==> src/mdbcp_defs.svh <==
// Purpose: Shared constants of the coil and parameter command handler
// Assumes: Included by every design file that decodes frames or coils
// Notes: Coil and register fields are zero-based, as they travel on the wire
`ifndef MDBCP_DEFS_SVH
`define MDBCP_DEFS_SVH
`define MDBCP_FC_RD_COILS 8'h01
`define MDBCP_FC_RD_REGS 8'h03
`define MDBCP_FC_WR_COIL 8'h05
`define MDBCP_FC_WR_REG 8'h06
`define MDBCP_FC_WR_COILS 8'h0f
`define MDBCP_FC_WR_REGS 8'h10
`define MDBCP_BCAST_ADDR 8'h00
`define MDBCP_FORCE_ON 16'hff00
`define MDBCP_FORCE_OFF 16'h0000
`define MDBCP_COIL_SETPT 16'h0010
`define MDBCP_COIL_STATUS 16'h0020
`define MDBCP_COIL_NVCTRL 16'h0040
`define MDBCP_COIL_BLOCK 16'h0010
`define MDBCP_COIL_COUNT 17'h00041
`define MDBCP_COIL_MAP_BITS 80
`define MDBCP_COIL_MAP_END 16'h0050
`define MDBCP_REG_MAX 16'h000a
`define MDBCP_REG_INDEX 16'h0008
`define MDBCP_ADDR_BIAS 16'h0001
`define MDBCP_PNU_SCALE 16'h000a
`define MDBCP_HDR_LEN 8'h07
`define MDBCP_SHORT_LEN 8'h06
`define MDBCP_RD_HDR_LEN 8'h03
`endif

==> src/mdbcp_pkg.sv <==
// Purpose: Types of the coil and parameter command handler
// Assumes: Nothing beyond SystemVerilog
// Notes: Numbers live in mdbcp_defs.svh
package mdbcp_pkg;
  typedef logic [7:0] mdbcp_byte_t;
  typedef logic [15:0] mdbcp_word_t;
  typedef enum logic [2:0] {
    st_rx = 3'b000,
    st_chk = 3'b001,
    st_wf = 3'b010,
    st_wd = 3'b011,
    st_tf = 3'b100,
    st_tl = 3'b101,
    st_tw = 3'b110
  } mdbcp_state_t;
endpackage

==> src/mdbcp_mem_if.sv <==
// Purpose: Port bundle of a small memory with registered read data
// Assumes: Written and read on the same clock
// Notes: Read data appear one edge after the read address
`timescale 1ns/10ps
interface mdbcp_mem_if #(
  parameter int DW = 8,
  parameter int AW = 5
);
  logic wr_en;
  logic [AW-1:0] wr_addr;
  logic [DW-1:0] wr_data;
  logic [AW-1:0] rd_addr;
  logic [DW-1:0] rd_data;
  modport host (output wr_en, output wr_addr, output wr_data, output rd_addr, input rd_data);
  modport mem (input wr_en, input wr_addr, input wr_data, input rd_addr, output rd_data);
endinterface

==> src/mdbcp_mem.sv <==
// Purpose: Small memory, one write port and one registered read port
// Assumes: Single clock
// Notes: A read of the word being written returns the old contents
`timescale 1ns/10ps
module mdbcp_mem #(
  parameter int DW = 8,
  parameter int AW = 5
) (
  input wire logic clk_sys,
  input wire logic reset_n,
  mdbcp_mem_if.mem port
);
  logic [DW-1:0] store [2**AW];
  logic [DW-1:0] rd_reg;
  logic [DW-1:0] rd_next;

  always_comb begin
    rd_next = store[port.rd_addr];
  end

  always_ff @(posedge clk_sys or negedge reset_n) begin
    if (!reset_n) begin
      rd_reg <= '0;
    end else begin
      rd_reg <= rd_next;
    end
  end

  // Contents need no reset; software defines them before reading
  always_ff @(posedge clk_sys) begin
    if (port.wr_en) begin
      store[port.wr_addr] <= port.wr_data;
    end
  end

  assign port.rd_data = rd_reg;
endmodule

==> src/mdbcp_coil_bank.sv <==
// Purpose: Coil space: speed setpoint, drive status word, parameter write control
// Assumes: Fields are zero-based coil numbers
// Notes: Coils outside the mapped blocks read zero and ignore writes
`timescale 1ns/10ps
`include "mdbcp_defs.svh"
module mdbcp_coil_bank (
  input wire logic clk_sys,
  input wire logic reset_n,
  input wire logic wr_en,
  input wire mdbcp_pkg::mdbcp_word_t wr_field,
  input wire logic wr_val,
  input wire mdbcp_pkg::mdbcp_word_t rd_base,
  output mdbcp_pkg::mdbcp_byte_t rd_byte,
  input wire mdbcp_pkg::mdbcp_word_t drive_status_word,
  output mdbcp_pkg::mdbcp_word_t speed_setpoint,
  output logic nv_ctrl
);
  import mdbcp_pkg::*;
  mdbcp_word_t setpt_reg;
  mdbcp_word_t setpt_next;
  logic nv_reg;
  logic nv_next;
  logic [`MDBCP_COIL_MAP_BITS-1:0] coil_map;
  logic [`MDBCP_COIL_MAP_BITS-1:0] shifted;

  always_comb begin
    setpt_next = setpt_reg;
    nv_next = nv_reg;
    if (wr_en) begin
      if (wr_field >= `MDBCP_COIL_SETPT && wr_field < `MDBCP_COIL_SETPT + `MDBCP_COIL_BLOCK) begin
        setpt_next[wr_field[3:0]] = wr_val;
      end else if (wr_field == `MDBCP_COIL_NVCTRL) begin
        nv_next = wr_val;
      end
    end
  end

  // Bit n of the map is the coil at zero-based field n
  always_comb begin
    coil_map = {15'h0000, nv_reg, 16'h0000, drive_status_word, setpt_reg, 16'h0000};
    shifted = coil_map >> rd_base[6:0];
    rd_byte = (rd_base < `MDBCP_COIL_MAP_END) ? shifted[7:0] : 8'h00;
  end

  always_ff @(posedge clk_sys or negedge reset_n) begin
    if (!reset_n) begin
      setpt_reg <= 16'h0000;
      nv_reg <= 1'b0;
    end else begin
      setpt_reg <= setpt_next;
      nv_reg <= nv_next;
    end
  end

  assign speed_setpoint = setpt_reg;
  assign nv_ctrl = nv_reg;
endmodule

==> src/mdbcp_top.sv <==
// Purpose: Follower-side command handler for coil and parameter access
// Assumes: Byte stream from a receiver that strips and checks the trailing check
// Notes: Responses leave as a byte stream; the transmitter appends the check
// Summary of operation
// - Integer parameters sit in holding registers and are read with function 03.
// - 16-bit parameters use single-register preset, 32-bit use multiple-register preset.
// - Register reads of one up to ten registers are accepted.
// - Text parameters are read with 03, written with 10, two characters per register.
// - Coil reads return coil states; broadcast coil reads are ignored.
// - Addresses on the wire are zero-based, one less than the coil number.
// - Coil read data pack one coil per bit, first coil in bit zero.
// - Unused high bits of the last byte are zero; byte count counts data bytes.
// - Single coil write uses 05 with force value FF00 for on, 0000 off.
// - A single coil write is answered with an echo of the query.
// - Broadcast coil writes take effect in every follower.
// - Multiple coil write carries start, quantity, byte count and packed bits.
// - Multiple coil write answer is address, function, start and quantity only.
// - Coil 65, field 64, is the parameter write control.
// - Coils 33 to 48 show the drive status word.
// - Coils 17 to 32 hold the speed setpoint.
// - Parameter values travel as whole numbers, scaled outside.
// - Coil 65 set stores writes in non-volatile and working memory.
// - A parameter's register is ten times its number.
// - Holding register 9 holds the array index for later accesses.
`timescale 1ns/10ps
`include "mdbcp_defs.svh"
module mdbcp_top #(
  parameter int FAW = 5,
  parameter int RAW = 8
) (
  input wire logic clk_sys,
  input wire logic reset_n,
  input wire mdbcp_pkg::mdbcp_byte_t station_addr,
  input wire logic rx_valid,
  input wire mdbcp_pkg::mdbcp_byte_t rx_data,
  input wire logic rx_end,
  input wire logic rx_crc_ok,
  input wire logic tx_ready,
  output logic tx_valid,
  output mdbcp_pkg::mdbcp_byte_t tx_data,
  output logic tx_last,
  input wire mdbcp_pkg::mdbcp_word_t drive_status_word,
  output mdbcp_pkg::mdbcp_word_t speed_setpoint,
  output logic param_store_nv,
  output logic param_wr_valid,
  output mdbcp_pkg::mdbcp_word_t param_wr_num,
  output logic [3:0] param_wr_sub,
  output mdbcp_pkg::mdbcp_word_t param_wr_index,
  output mdbcp_pkg::mdbcp_word_t param_wr_data,
  output logic param_wr_nv
);
  import mdbcp_pkg::*;

  mdbcp_state_t state_reg;
  mdbcp_state_t state_next;
  logic [FAW:0] len_reg;
  logic [FAW:0] len_next;
  logic ovf_reg;
  logic ovf_next;
  mdbcp_byte_t hdr_reg [0:6];
  mdbcp_byte_t hdr_next [0:6];
  logic [7:0] cnt_reg;
  logic [7:0] cnt_next;
  mdbcp_byte_t hi_reg;
  mdbcp_byte_t hi_next;
  mdbcp_word_t idx_reg;
  mdbcp_word_t idx_next;
  logic tx_valid_reg;
  logic tx_valid_next;
  mdbcp_byte_t tx_data_reg;
  mdbcp_byte_t tx_data_next;
  logic tx_last_reg;
  logic tx_last_next;
  logic pw_valid_reg;
  logic pw_valid_next;
  mdbcp_word_t pw_num_reg;
  mdbcp_word_t pw_num_next;
  logic [3:0] pw_sub_reg;
  logic [3:0] pw_sub_next;
  mdbcp_word_t pw_index_reg;
  mdbcp_word_t pw_index_next;
  mdbcp_word_t pw_data_reg;
  mdbcp_word_t pw_data_next;
  logic pw_nv_reg;
  logic pw_nv_next;

  mdbcp_byte_t fc;
  mdbcp_byte_t bc;
  mdbcp_byte_t len8;
  mdbcp_byte_t k;
  mdbcp_byte_t rsp_len;
  mdbcp_byte_t tx_byte;
  mdbcp_byte_t coil_mask;
  mdbcp_byte_t coil_byte;
  mdbcp_word_t st_w;
  mdbcp_word_t qv_w;
  mdbcp_word_t coil_bc;
  mdbcp_word_t qty2;
  mdbcp_word_t remain;
  mdbcp_word_t coil_base;
  mdbcp_word_t regnum;
  logic [16:0] end_w;
  logic bcast;
  logic for_us;
  logic frame_ok;
  logic last;
  logic reg_we;
  mdbcp_word_t wr_field;
  mdbcp_word_t wr_word;
  logic coil_we;
  mdbcp_word_t coil_field;
  logic coil_val;
  logic nv_ctrl;

  mdbcp_mem_if #(.DW(8), .AW(FAW)) frm_if ();
  mdbcp_mem_if #(.DW(16), .AW(RAW)) reg_if ();

  // Frame buffer holds the received bytes for the write loops
  mdbcp_mem #(.DW(8), .AW(FAW)) u_frame (
    .clk_sys(clk_sys),
    .reset_n(reset_n),
    .port(frm_if.mem)
  );

  // Working copy of the holding registers, indexed by the low address bits
  mdbcp_mem #(.DW(16), .AW(RAW)) u_regs (
    .clk_sys(clk_sys),
    .reset_n(reset_n),
    .port(reg_if.mem)
  );

  mdbcp_coil_bank u_coils (
    .clk_sys(clk_sys),
    .reset_n(reset_n),
    .wr_en(coil_we),
    .wr_field(coil_field),
    .wr_val(coil_val),
    .rd_base(coil_base),
    .rd_byte(coil_byte),
    .drive_status_word(drive_status_word),
    .speed_setpoint(speed_setpoint),
    .nv_ctrl(nv_ctrl)
  );

  assign fc = hdr_reg[1];
  assign bc = hdr_reg[6];
  assign st_w = {hdr_reg[2], hdr_reg[3]};
  assign qv_w = {hdr_reg[4], hdr_reg[5]};
  assign len8 = 8'(len_reg);
  assign bcast = hdr_reg[0] == `MDBCP_BCAST_ADDR;
  assign for_us = hdr_reg[0] == station_addr;
  assign end_w = {1'b0, st_w} + {1'b0, qv_w};
  assign coil_bc = (qv_w + 16'h0007) >> 3;
  assign qty2 = {qv_w[14:0], 1'b0};
  assign k = cnt_reg - `MDBCP_RD_HDR_LEN;
  assign coil_base = st_w + {5'h00, k, 3'h0};
  assign remain = qv_w - {5'h00, k, 3'h0};

  // Both read addresses follow the byte counter; data arrive one state later
  assign reg_if.rd_addr = RAW'(st_w + {9'h000, k[7:1]});
  assign frm_if.rd_addr = FAW'((fc == `MDBCP_FC_WR_COILS) ? {3'h0, cnt_reg[7:3]} + `MDBCP_HDR_LEN
                                                          : cnt_reg + `MDBCP_HDR_LEN);
  assign reg_if.wr_en = reg_we;
  assign reg_if.wr_addr = RAW'(wr_field);
  assign reg_if.wr_data = wr_word;

  always_comb begin
    frame_ok = 1'b0;
    case (fc)
      `MDBCP_FC_RD_COILS: begin
        frame_ok = !bcast && len8 == `MDBCP_SHORT_LEN && qv_w != 16'h0000
                   && end_w <= `MDBCP_COIL_COUNT;
      end
      `MDBCP_FC_RD_REGS: begin
        frame_ok = !bcast && len8 == `MDBCP_SHORT_LEN && qv_w != 16'h0000
                   && qv_w <= `MDBCP_REG_MAX;
      end
      `MDBCP_FC_WR_COIL: begin
        frame_ok = len8 == `MDBCP_SHORT_LEN
                   && (qv_w == `MDBCP_FORCE_ON || qv_w == `MDBCP_FORCE_OFF)
                   && (st_w == `MDBCP_COIL_NVCTRL
                       || (st_w >= `MDBCP_COIL_SETPT && st_w < `MDBCP_COIL_SETPT + `MDBCP_COIL_BLOCK));
      end
      `MDBCP_FC_WR_REG: begin
        frame_ok = len8 == `MDBCP_SHORT_LEN;
      end
      `MDBCP_FC_WR_COILS: begin
        frame_ok = qv_w != 16'h0000 && end_w <= `MDBCP_COIL_COUNT && coil_bc[15:8] == 8'h00
                   && bc == coil_bc[7:0] && len8 == `MDBCP_HDR_LEN + bc;
      end
      `MDBCP_FC_WR_REGS: begin
        frame_ok = qv_w != 16'h0000 && qv_w <= `MDBCP_REG_MAX
                   && bc == qty2[7:0] && len8 == `MDBCP_HDR_LEN + bc;
      end
      default: begin
        frame_ok = 1'b0;
      end
    endcase
    frame_ok = frame_ok && (for_us || bcast);
  end

  // Response length and the byte due at the current count
  always_comb begin
    coil_mask = (remain >= 16'h0008) ? 8'hff : ~(8'hff << remain[2:0]);
    tx_byte = 8'h00;
    if (cnt_reg < `MDBCP_SHORT_LEN) begin
      tx_byte = hdr_reg[cnt_reg[2:0]];
    end
    case (fc)
      `MDBCP_FC_RD_COILS: begin
        rsp_len = `MDBCP_RD_HDR_LEN + coil_bc[7:0];
        if (cnt_reg == 8'h02) begin
          tx_byte = coil_bc[7:0];
        end else if (cnt_reg > 8'h02) begin
          tx_byte = coil_byte & coil_mask;
        end
      end
      `MDBCP_FC_RD_REGS: begin
        rsp_len = `MDBCP_RD_HDR_LEN + qty2[7:0];
        if (cnt_reg == 8'h02) begin
          tx_byte = qty2[7:0];
        end else if (cnt_reg > 8'h02) begin
          tx_byte = k[0] ? reg_if.rd_data[7:0] : reg_if.rd_data[15:8];
        end
      end
      default: begin
        rsp_len = `MDBCP_SHORT_LEN;
      end
    endcase
  end

  always_comb begin
    state_next = state_reg;
    len_next = len_reg;
    ovf_next = ovf_reg;
    hdr_next = hdr_reg;
    cnt_next = cnt_reg;
    hi_next = hi_reg;
    idx_next = idx_reg;
    tx_valid_next = tx_valid_reg;
    tx_data_next = tx_data_reg;
    tx_last_next = tx_last_reg;
    pw_valid_next = 1'b0;
    pw_num_next = pw_num_reg;
    pw_sub_next = pw_sub_reg;
    pw_index_next = pw_index_reg;
    pw_data_next = pw_data_reg;
    pw_nv_next = pw_nv_reg;
    frm_if.wr_en = 1'b0;
    frm_if.wr_addr = len_reg[FAW-1:0];
    frm_if.wr_data = rx_data;
    reg_we = 1'b0;
    wr_field = st_w;
    wr_word = qv_w;
    coil_we = 1'b0;
    coil_field = st_w;
    coil_val = qv_w[15];
    last = 1'b0;
    regnum = 16'h0000;
    unique case (state_reg)
      st_rx: begin
        if (rx_valid) begin
          // Bytes past the buffer mark the frame bad instead of wrapping
          if (len_reg[FAW]) begin
            ovf_next = 1'b1;
          end else begin
            frm_if.wr_en = 1'b1;
            len_next = len_reg + 1'b1;
            if (len8 < `MDBCP_HDR_LEN) begin
              hdr_next[len_reg[2:0]] = rx_data;
            end
          end
        end
        if (rx_end) begin
          if (rx_crc_ok && !ovf_reg) begin
            state_next = st_chk;
          end else begin
            len_next = '0;
            ovf_next = 1'b0;
          end
        end
      end
      st_chk: begin
        len_next = '0;
        ovf_next = 1'b0;
        cnt_next = 8'h00;
        if (!frame_ok) begin
          state_next = st_rx;
        end else begin
          if (fc == `MDBCP_FC_WR_COIL) begin
            coil_we = 1'b1;
          end
          if (fc == `MDBCP_FC_WR_REG) begin
            reg_we = 1'b1;
          end
          if (fc == `MDBCP_FC_WR_COILS || fc == `MDBCP_FC_WR_REGS) begin
            state_next = st_wf;
          end else if (bcast) begin
            state_next = st_rx;
          end else begin
            state_next = st_tf;
          end
        end
      end
      st_wf: begin
        state_next = st_wd;
      end
      st_wd: begin
        if (fc == `MDBCP_FC_WR_COILS) begin
          coil_we = 1'b1;
          coil_field = st_w + {8'h00, cnt_reg};
          coil_val = frm_if.rd_data[cnt_reg[2:0]];
          last = {8'h00, cnt_reg} == qv_w - 16'h0001;
        end else begin
          if (!cnt_reg[0]) begin
            hi_next = frm_if.rd_data;
          end else begin
            reg_we = 1'b1;
            wr_field = st_w + {9'h000, cnt_reg[7:1]};
            wr_word = {hi_reg, frm_if.rd_data};
          end
          last = {8'h00, cnt_reg} == qty2 - 16'h0001;
        end
        if (last) begin
          cnt_next = 8'h00;
          state_next = bcast ? st_rx : st_tf;
        end else begin
          cnt_next = cnt_reg + 8'h01;
          state_next = st_wf;
        end
      end
      st_tf: begin
        state_next = st_tl;
      end
      st_tl: begin
        tx_valid_next = 1'b1;
        tx_data_next = tx_byte;
        tx_last_next = cnt_reg == rsp_len - 8'h01;
        state_next = st_tw;
      end
      st_tw: begin
        if (tx_ready) begin
          tx_valid_next = 1'b0;
          tx_last_next = 1'b0;
          if (tx_last_reg) begin
            state_next = st_rx;
          end else begin
            cnt_next = cnt_reg + 8'h01;
            state_next = st_tf;
          end
        end
      end
      default: begin
        state_next = st_rx;
      end
    endcase
    if (reg_we) begin
      regnum = wr_field + `MDBCP_ADDR_BIAS;
      pw_valid_next = 1'b1;
      pw_num_next = regnum / `MDBCP_PNU_SCALE;
      pw_sub_next = 4'(regnum % `MDBCP_PNU_SCALE);
      pw_index_next = idx_reg;
      pw_data_next = wr_word;
      pw_nv_next = nv_ctrl;
      if (wr_field == `MDBCP_REG_INDEX) begin
        idx_next = wr_word;
      end
    end
  end

  always_ff @(posedge clk_sys or negedge reset_n) begin
    if (!reset_n) begin
      state_reg <= st_rx;
      len_reg <= '0;
      ovf_reg <= 1'b0;
      for (int i = 0; i < 7; i++) begin
        hdr_reg[i] <= 8'h00;
      end
      cnt_reg <= 8'h00;
      hi_reg <= 8'h00;
      idx_reg <= 16'h0000;
      tx_valid_reg <= 1'b0;
      tx_data_reg <= 8'h00;
      tx_last_reg <= 1'b0;
      pw_valid_reg <= 1'b0;
      pw_num_reg <= 16'h0000;
      pw_sub_reg <= 4'h0;
      pw_index_reg <= 16'h0000;
      pw_data_reg <= 16'h0000;
      pw_nv_reg <= 1'b0;
    end else begin
      state_reg <= state_next;
      len_reg <= len_next;
      ovf_reg <= ovf_next;
      hdr_reg <= hdr_next;
      cnt_reg <= cnt_next;
      hi_reg <= hi_next;
      idx_reg <= idx_next;
      tx_valid_reg <= tx_valid_next;
      tx_data_reg <= tx_data_next;
      tx_last_reg <= tx_last_next;
      pw_valid_reg <= pw_valid_next;
      pw_num_reg <= pw_num_next;
      pw_sub_reg <= pw_sub_next;
      pw_index_reg <= pw_index_next;
      pw_data_reg <= pw_data_next;
      pw_nv_reg <= pw_nv_next;
    end
  end

  assign tx_valid = tx_valid_reg;
  assign tx_data = tx_data_reg;
  assign tx_last = tx_last_reg;
  assign param_store_nv = nv_ctrl;
  assign param_wr_valid = pw_valid_reg;
  assign param_wr_num = pw_num_reg;
  assign param_wr_sub = pw_sub_reg;
  assign param_wr_index = pw_index_reg;
  assign param_wr_data = pw_data_reg;
  assign param_wr_nv = pw_nv_reg;
endmodule

==> config.mk <==
export PLATFORM = sky130hd
export DESIGN_NAME = mdbcp_top
export DESIGN_NICKNAME = d
export VERILOG_FILES = /design/src/mdbcp_pkg.sv /design/src/mdbcp_mem_if.sv /design/src/mdbcp_mem.sv /design/src/mdbcp_coil_bank.sv /design/src/mdbcp_top.sv
export VERILOG_INCLUDE_DIRS = /design/src
export SDC_FILE = /design/constraint.sdc
export NUM_CORES = 2
export LEC_CHECK = 0
export BUFFER_PORTS_ARGS = -buffer_cell sky130_fd_sc_hd__buf_2
export CORE_AREA = 8 8 578 580
export DETAILED_ROUTE_END_ITERATION = 8
export DIE_AREA = 0 0 586 588
export GPL_TIMING_DRIVEN = 0
export PLACE_DENSITY_LB_ADDON = 0.2
export SLEW_MARGIN = 20
export SYNTH_ARGS = -nofsm -noshare
export SYNTH_HDL_FRONTEND = slang
export SYNTH_MEMORY_MAX_BITS = 65536
export SYNTH_SLANG_ARGS = --single-unit
==> constraint.sdc <==
create_clock -name clk_sys -period 8.1 [get_ports clk_sys]
set_input_delay 1.215 -clock clk_sys [delete_from_list [all_inputs] [get_ports clk_sys]]
set_output_delay 1.215 -clock clk_sys [all_outputs]
set_load 0.01 [all_outputs]
# Word level (Yosys, flattened, before mapping)
# Memory sizes are Yosys's and may differ from the RTL's. A register that Yosys moved wholly into a read port is not among the register bits.
# Cells that the tools add are included.
# totals
reg_bits	179
latchBits	0
mem_bits_rw	4352
romBits	0
in_bits	38
output_inout_bits	81
elab_cells	223
n_memories	2
# memory_table
name	depth	width	read_ports	rd_clocked_by_memory_dff	write_ports	line	source
u_regs.store	256	16	1	1	1	mdbcp_mem.sv:13	logic [DW-1:0] store [2**AW];
u_frame.store	32	8	1	1	1	mdbcp_mem.sv:13	
# classes
n_addsub	19
multipliers	0
div_mod_pow	2
n_lt_le_gt_ge	17
eq_ne	29
shifts	2
mux	77
bitwise	8
reduce_logical	43
# ops
operator	count
2-to-1 mux 16 bit	8
2-to-1 mux 8 bit	14
right shift 65 x 7 -> 8 bit	1
bitwise mux 56 bit	1
equality test 16 x 7 -> 1 bit (second input constant)	2
equality test 8 x 16 -> 1 bit	2
equality test 8 bit	4
>= comparator 16 x 5 -> 1 bit (second input constant)	2
less-than comparator 16 x 6 -> 1 bit (second input constant)	2
case mux 8 bit (2 select lines)	2
subtractor 16 x 1 -> 16 bit (second input constant)	2
2-to-1 mux 1 bit	25
binary-select mux 8 bit (select 3 bit)	1
demux 8 bit (select 3 bit)	1
2-to-1 mux 3 bit	8
2-to-1 mux 6 bit	4
case mux 8 bit (3 select lines)	1
case mux 3 bit (7 select lines)	1
logical AND 1 bit	19
adder 16 x 16 -> 17 bit	1
<= comparator 17 x 7 -> 1 bit (second input constant)	1
adder 16 x 1 -> 16 bit (second input constant)	1
adder 16 x 11 -> 16 bit	1
adder 16 x 3 -> 16 bit (second input constant)	1
other kinds (60)	92

# Longest topological paths before layout
# depth
ltp_word	12
depth_mapped	37
depth_no_buf	27

# Modules after synthesis
# From an unflattened synthesis, not the netlist that was laid out.
# hier_totals
hier_cells	9836
area_unflattened_um2	186456.3
# by_module_without_submodules
module	n_inst	cells_per_inst	area_each_um2	seq_area_each_um2
mdbcp_mem at u_regs	1	7360	158796.0	123398.3
mdbcp_top	1	1792	14895.5	3978.8
mdbcp_mem at u_frame	1	417	10093.4	7887.6
mdbcp_coil_bank	1	267	2671.3	425.4

# Least setup slack after synthesis
# OpenSTA, ideal clock, no wires.
# synth_timing
path_type	register to register
start	register hdr_reg[24] (netlist bit)
end	register pw_num_reg[0] (netlist: param_wr_num[0])
setup_time_ns	0.141
arrival_ns	7.584
required_time_ns	7.959
setup_slack_ns	0.375
path_stages_with_launch	35
n_path_buf	10
period_less_slack_ns	7.725
cell_sequence	dfrtp_1 > clkbuf_1 > buf_1 > clkbuf_1 > clkbuf_1 > inv_1 > o21ai_0 > ha_1 > clkbuf_1 > nand2_1 > nor4_1 > or2_1 > buf_2 > and2_1 > buf_2 > nand3_2 > a32oi_1 > a32oi_2 > nor2_2 > nor2_1 > a211o_1 > o311a_1 > buf_6 > a311oi_2 > o21a_2 > buf_6 > nor4_1 > a2111oi_1 > o211ai_1 > buf_2 > nand3_2 > a21oi_1 > or4_4 > o21ai_1 > a31oi_1
# synth_between
elab_chain_cells	10
elab_cells_between_ends	23
cone_classes	3 x add/sub; 1 x div; 3 x order compare; 1 x eq/ne; 6 x mux; 9 x reduce/logical
# synth_lines
item	line	source
from (decl)	mdbcp_top.sv:60	mdbcp_byte_t hdr_reg [0:6];
from (signal assigned)	mdbcp_top.sv:395	hdr_reg <= hdr_next;
branches (longest 10 deep; another with adder 16 x 7 -> 16 bit)	--	
to (signal assigned)	mdbcp_top.sv:403	pw_num_reg <= pw_num_next;
to (decl)	mdbcp_top.sv:76	mdbcp_word_t pw_num_reg;
# Parallel ways; which one is timed is not known.
# A chain may end at the register's enable or synchronous reset.

# Final worst setup path
# layout_timing
start	register hdr_reg[9] (netlist bit)
end	memory u_regs.store[159][11] (enable)
# layout_between
elab_chain_cells	12
elab_cells_between_ends	29
cone_classes	2 x add/sub; 2 x order compare; 3 x eq/ne; 5 x mux; 17 x reduce/logical
# layout_lines
item	line	source
adder 16 x 16 -> 17 bit	mdbcp_top.sv:152	assign end_w = {1'b0, st_w} + {1'b0, qv_w};
<= comparator 17 x 7 -> 1 bit (no source line)	--	
logical AND 1 bit (no source line)	--	
logical AND 1 bit (3 in a row)	mdbcp_top.sv:188	frame_ok = qv_w != 16'h0000 && end_w <= `MDBCP_COIL_COUNT && coil_bc[15:8] == 8'h00
case mux 1 bit (6 select lines) (*)	mdbcp_top.sv:169	case (fc)
logical AND 1 bit (*)	mdbcp_top.sv:199	frame_ok = frame_ok && (for_us || bcast);
2-to-1 mux 1 bit (*)	mdbcp_top.sv:287	if (!frame_ok) begin
case mux 1 bit (2 select lines) (*)	mdbcp_top.sv:260	unique case (state_reg)
2-to-1 mux 1 bit (*)	mdbcp_mem.sv:31	if (port.wr_en) begin
2-to-1 mux 1 bit (implied by the code) (*)	mdbcp_mem.sv:32	store[port.wr_addr] <= port.wr_data;
to (decl)	mdbcp_mem.sv:13	
# Mark *: on every way between the ends. The rest lies on a longest branch, timed or not.

==> summary.md <==
| Metric | Value |
|---|---|
| Status | complete, but fails checks |
| Failing checks | DRC |
| Hold WS | 0.100 ns |
| Max-Cap Viols | 0 |
| Die Ht | 588 um |
| Clock root cell | clkbuf_16 |
| I/O pin count | 119 |
| Antenna Nets Post-Route | 0 |
| Synth area leader | edfxtp_1 |
| Ys Warns | 0 |
| Post-Synthesis Cells | 8,970 |
| CP Class | flop to flop |
| Largest net degree at the start of global routing | 141 |
| Worst endpoint data arrival time | 8.65 ns |
| Slowest CP cell | nor2_2 |
| CTS Sinks | 4,552 |
| Nets@finish | between 9,000 and 10,000 |
| Critical Path Source Type | flop |
| Reg2Reg Setup Slack | 0.13 ns |
| Peak Freq | approximately 130 MHz |
| Leakage | 68.8 nW |
| DRC Markers | 1 |
| Detailed-route via count | approximately 100,000 |
| Synth cell count leaders | 4,352 x edfxtp_1, 1,377 x mux4_2, 510 x nor2_1 |
| Syn-to-layout area delta | 14.8% |
| Inserted Clock Buffers | 445 |
| Crit path buf inv count | 5 |
| Max FFs per register | approximately 4,000 |
| Final worst path period need | 7.97 ns |
| CTS tree | built |
| DR iter-0 viols | 13,200 |
| Main flop type after synthesis | edfxtp_1 |
| Slew Limit Headroom | 9.12% |
| FILL cells | 21,200 |
| Measured slew at the worst slew-check pin | 1.35 ns |
| Drt first pass iters | 7 |
| Crit path max-delay family | simple AND/OR/NAND/NOR gates |
| Routed WL | approximately 520 mm |
| Fraction of registers with async set/reset | 4.39% |
| Ratio of cells with drive above 1 in the final layout | 30.5% |
| WP data required | 8.78 ns |
| Setup Skew | 0.0415 ns |
| Unrepaired setup endpoints after global routing | true |
| Tcrit/Tclk final | a little over nine tenths |
| Grt ovf | 0 |
| R2R depth | 17 |
| R2r endpoint | u_regs.store[159][11] |
| CP Capture Type | flop |
| Via/cell ratio | 6.69 |
| Pwr Density | ~220 nW/um2 |
| PortBufs | ~120 |
| Tot GR Track Use | 29.8% |
| Setup TNS Final | 0 ns |
| #FFs+latches synth | 4,552 |
| Die area | 345,000 um2 |
| Worst-path clk slew | 0.07 ns |
| Antenna violations before repair | 21 |
| Detailed Place HPWL | 356 mm |
| Worst min path class | input pin to asynchronous set/reset pin |
| EDFF count, synth | 4,352 |
| Dpl cell area | 196,000 um2 |
| Syn Std Cell Area | between 150,000 and 200,000 um2 |
| Core area | between 300,000 and 400,000 um2 |
| Vias in the first global route | 96,600 |
| GPL Wtd Cong | 0.960 |
| First-pass GRT wire length | about 730 mm |
| Cell with the most instances after synthesis | edfxtp_1 |
| Synth area leaders | edfxtp_1 71%, mux4_2 17%, dfrtp_1 2.7% |
| Yosys cell types | 114 |
| Slowest Stage Delay on Critical Path | approximately 0.80 ns |
| Worst setup path startpoint | hdr_reg[9] |
| Top cell type's share of synthesized area | a little under three quarters |
| Maximum fanout along the worst path | 10 |
| Effective utilization at floorplan | 56.7% |
| Final Cell Area | 212,000 um2 |
| Final Hold Viols | 0 |
| RR Startpoint | hdr_reg[9] |
| Site row count | 210 |
| H-tree levels | 5 |
| Fin. max-slew vios | 0 |
| Worst-Skew Late Latency | 1.00 ns |
| Die span in x | 586 um |
| Crit-path cells | clkbuf_1 -> inv_1 -> ha_1 -> nand2_1 -> nor2_1 -> and3_1 -> nand3_1 -> o21ai_0 -> a41oi_1 -> nor4b_1 -> o2111ai_1 -> o21ai_2 -> clkbuf_2 -> buf_1 -> nand2_2 -> nor2_2 -> buf_8 |
| Clock buffer depth | 4 |
| DR WL/cell | 35.5 um |
| Mean post-synth cell area | 20.6 um2 |
| Final setup violation count | 0 |
| Sequential share of the synthesized area | 73.6% |
| Worst IR Drop VDD | 0.249 mV |
==> kinds of logic after synthesis <==
group,synth area share [%]
flip-flops,73.6
multiplexers,18.1
AND/OR/NAND/NOR,3.15
AO/OA/AOI/OAI,2.69
buffers and inverters,1.29
XOR/XNOR,0.607
adder cells (fa/ha/maj),0.574
other,0.00203
==> metrics by stage <==
stage          instances  total power, mW  util [%]  worst slack, ns
2_1_floorplan       8972             25.9         -            0.375
4_1_cts            14600             46.0      64.9           -0.111
3_3_place_gp       13400             26.0      58.5            -3.68
5_1_grt            14600             46.9      65.0          -0.0447
6_report           14600             45.8      65.1            0.132
3_5_place_dp       13700             26.0      60.4            -3.30
==> report_power, final <==
part / leakage [nW] / total, mW / internal (mW) / switching (mW)
clock: 6.94 / 20.3 / 11.5 / 8.83
sequential: 42.0 / 25.4 / 25.4 / 0
combinational: 19.8 / 0.0865 / 0.0192 / 0.0673
==> how the worst max path moves through the flow <==
stage,slack (ns),endpoint,depth (start not counted)
after detailed placement,-3.30,param_wr_num[0],33
after global placement,-3.68,param_wr_num[0],31
after floorplan,0.37,param_wr_num[0],34
final,0.13,u_regs.store[159][11],17
after CTS,-0.11,param_wr_num[0],29
after global routing,-0.04,param_wr_num[0],27
==> cells in the final DEF (no fill, tap or decap), types with 37 or more instances in the layout <==
master / n
a21oi_1: 246
clkbuf_2: 56
clkinv_2: 83
buf_1: 103
mux4_2: 1377
ha_1: 74
xnor2_1: 79
o21ai_0: 120
clkinv_1: 96
edfxtp_1: 4352
buf_16: 48
dfrtp_1: 191
nand3_1: 69
mux2_2: 89
buf_2: 145
mux2i_1: 121
a211oi_1: 89
nor2_1: 251
buf_6: 139
buf_8: 114
nor2b_1: 108
clkbuf_1: 407
inv_1: 57
nor3_1: 53
nor2_2: 247
nand2_1: 250
xor2_1: 42
bufinv_16: 37
clkbuf_16: 456
==> timing repair <==
item,in CTS,in global routing
pin swaps,7,25
hold buffers,0,0
gates cloned,0,1
setup buffers,11,16
gates resized for setup,65,92
setup endpoints to repair,448,284
==> layout make-up <==
type                    instances  area, um2  share of cell area [%]
flip-flops and latches       4552     136000                    64.1
multi-input cells            3811      47800                    22.6
clock buffers                 554      11800                    5.57
repair buffers                459       5770                    2.72
well taps                    4346       5440                    2.57
clock inverters               263       2430                    1.15
plain buffers                 522       2200                    1.04
inverters                      81        440                   0.208
diodes                         11       27.5                  0.0130
==> worst reg2reg max path, cell delays in order (launching register included) <==
cell and delay [ns]:
dfrtp_1 0.51, clkbuf_1 0.34, inv_1 0.49, ha_1 0.31
nand2_1 0.23, nor2_1 0.62, and3_1 0.26, nand3_1 0.07
o21ai_0 0.25, a41oi_1 0.13, nor4b_1 0.68, o2111ai_1 0.42
o21ai_2 0.49, clkbuf_2 0.49, buf_1 0.67, nand2_2 0.71
nor2_2 0.80, buf_8 0.24
==> metal layers <==
metal / GRT usage [%] / vias up / wire length [um]
li1: - / 39200 / -
met5: 0 / - / 81
met2: 45.9 / 5836 / 242000
met4: 13.0 / 14 / 27500
met3: 7.77 / 1089 / 57900
met1: 40.7 / 51500 / 191000
Note: power is estimated with default switching activity, not from simulation.
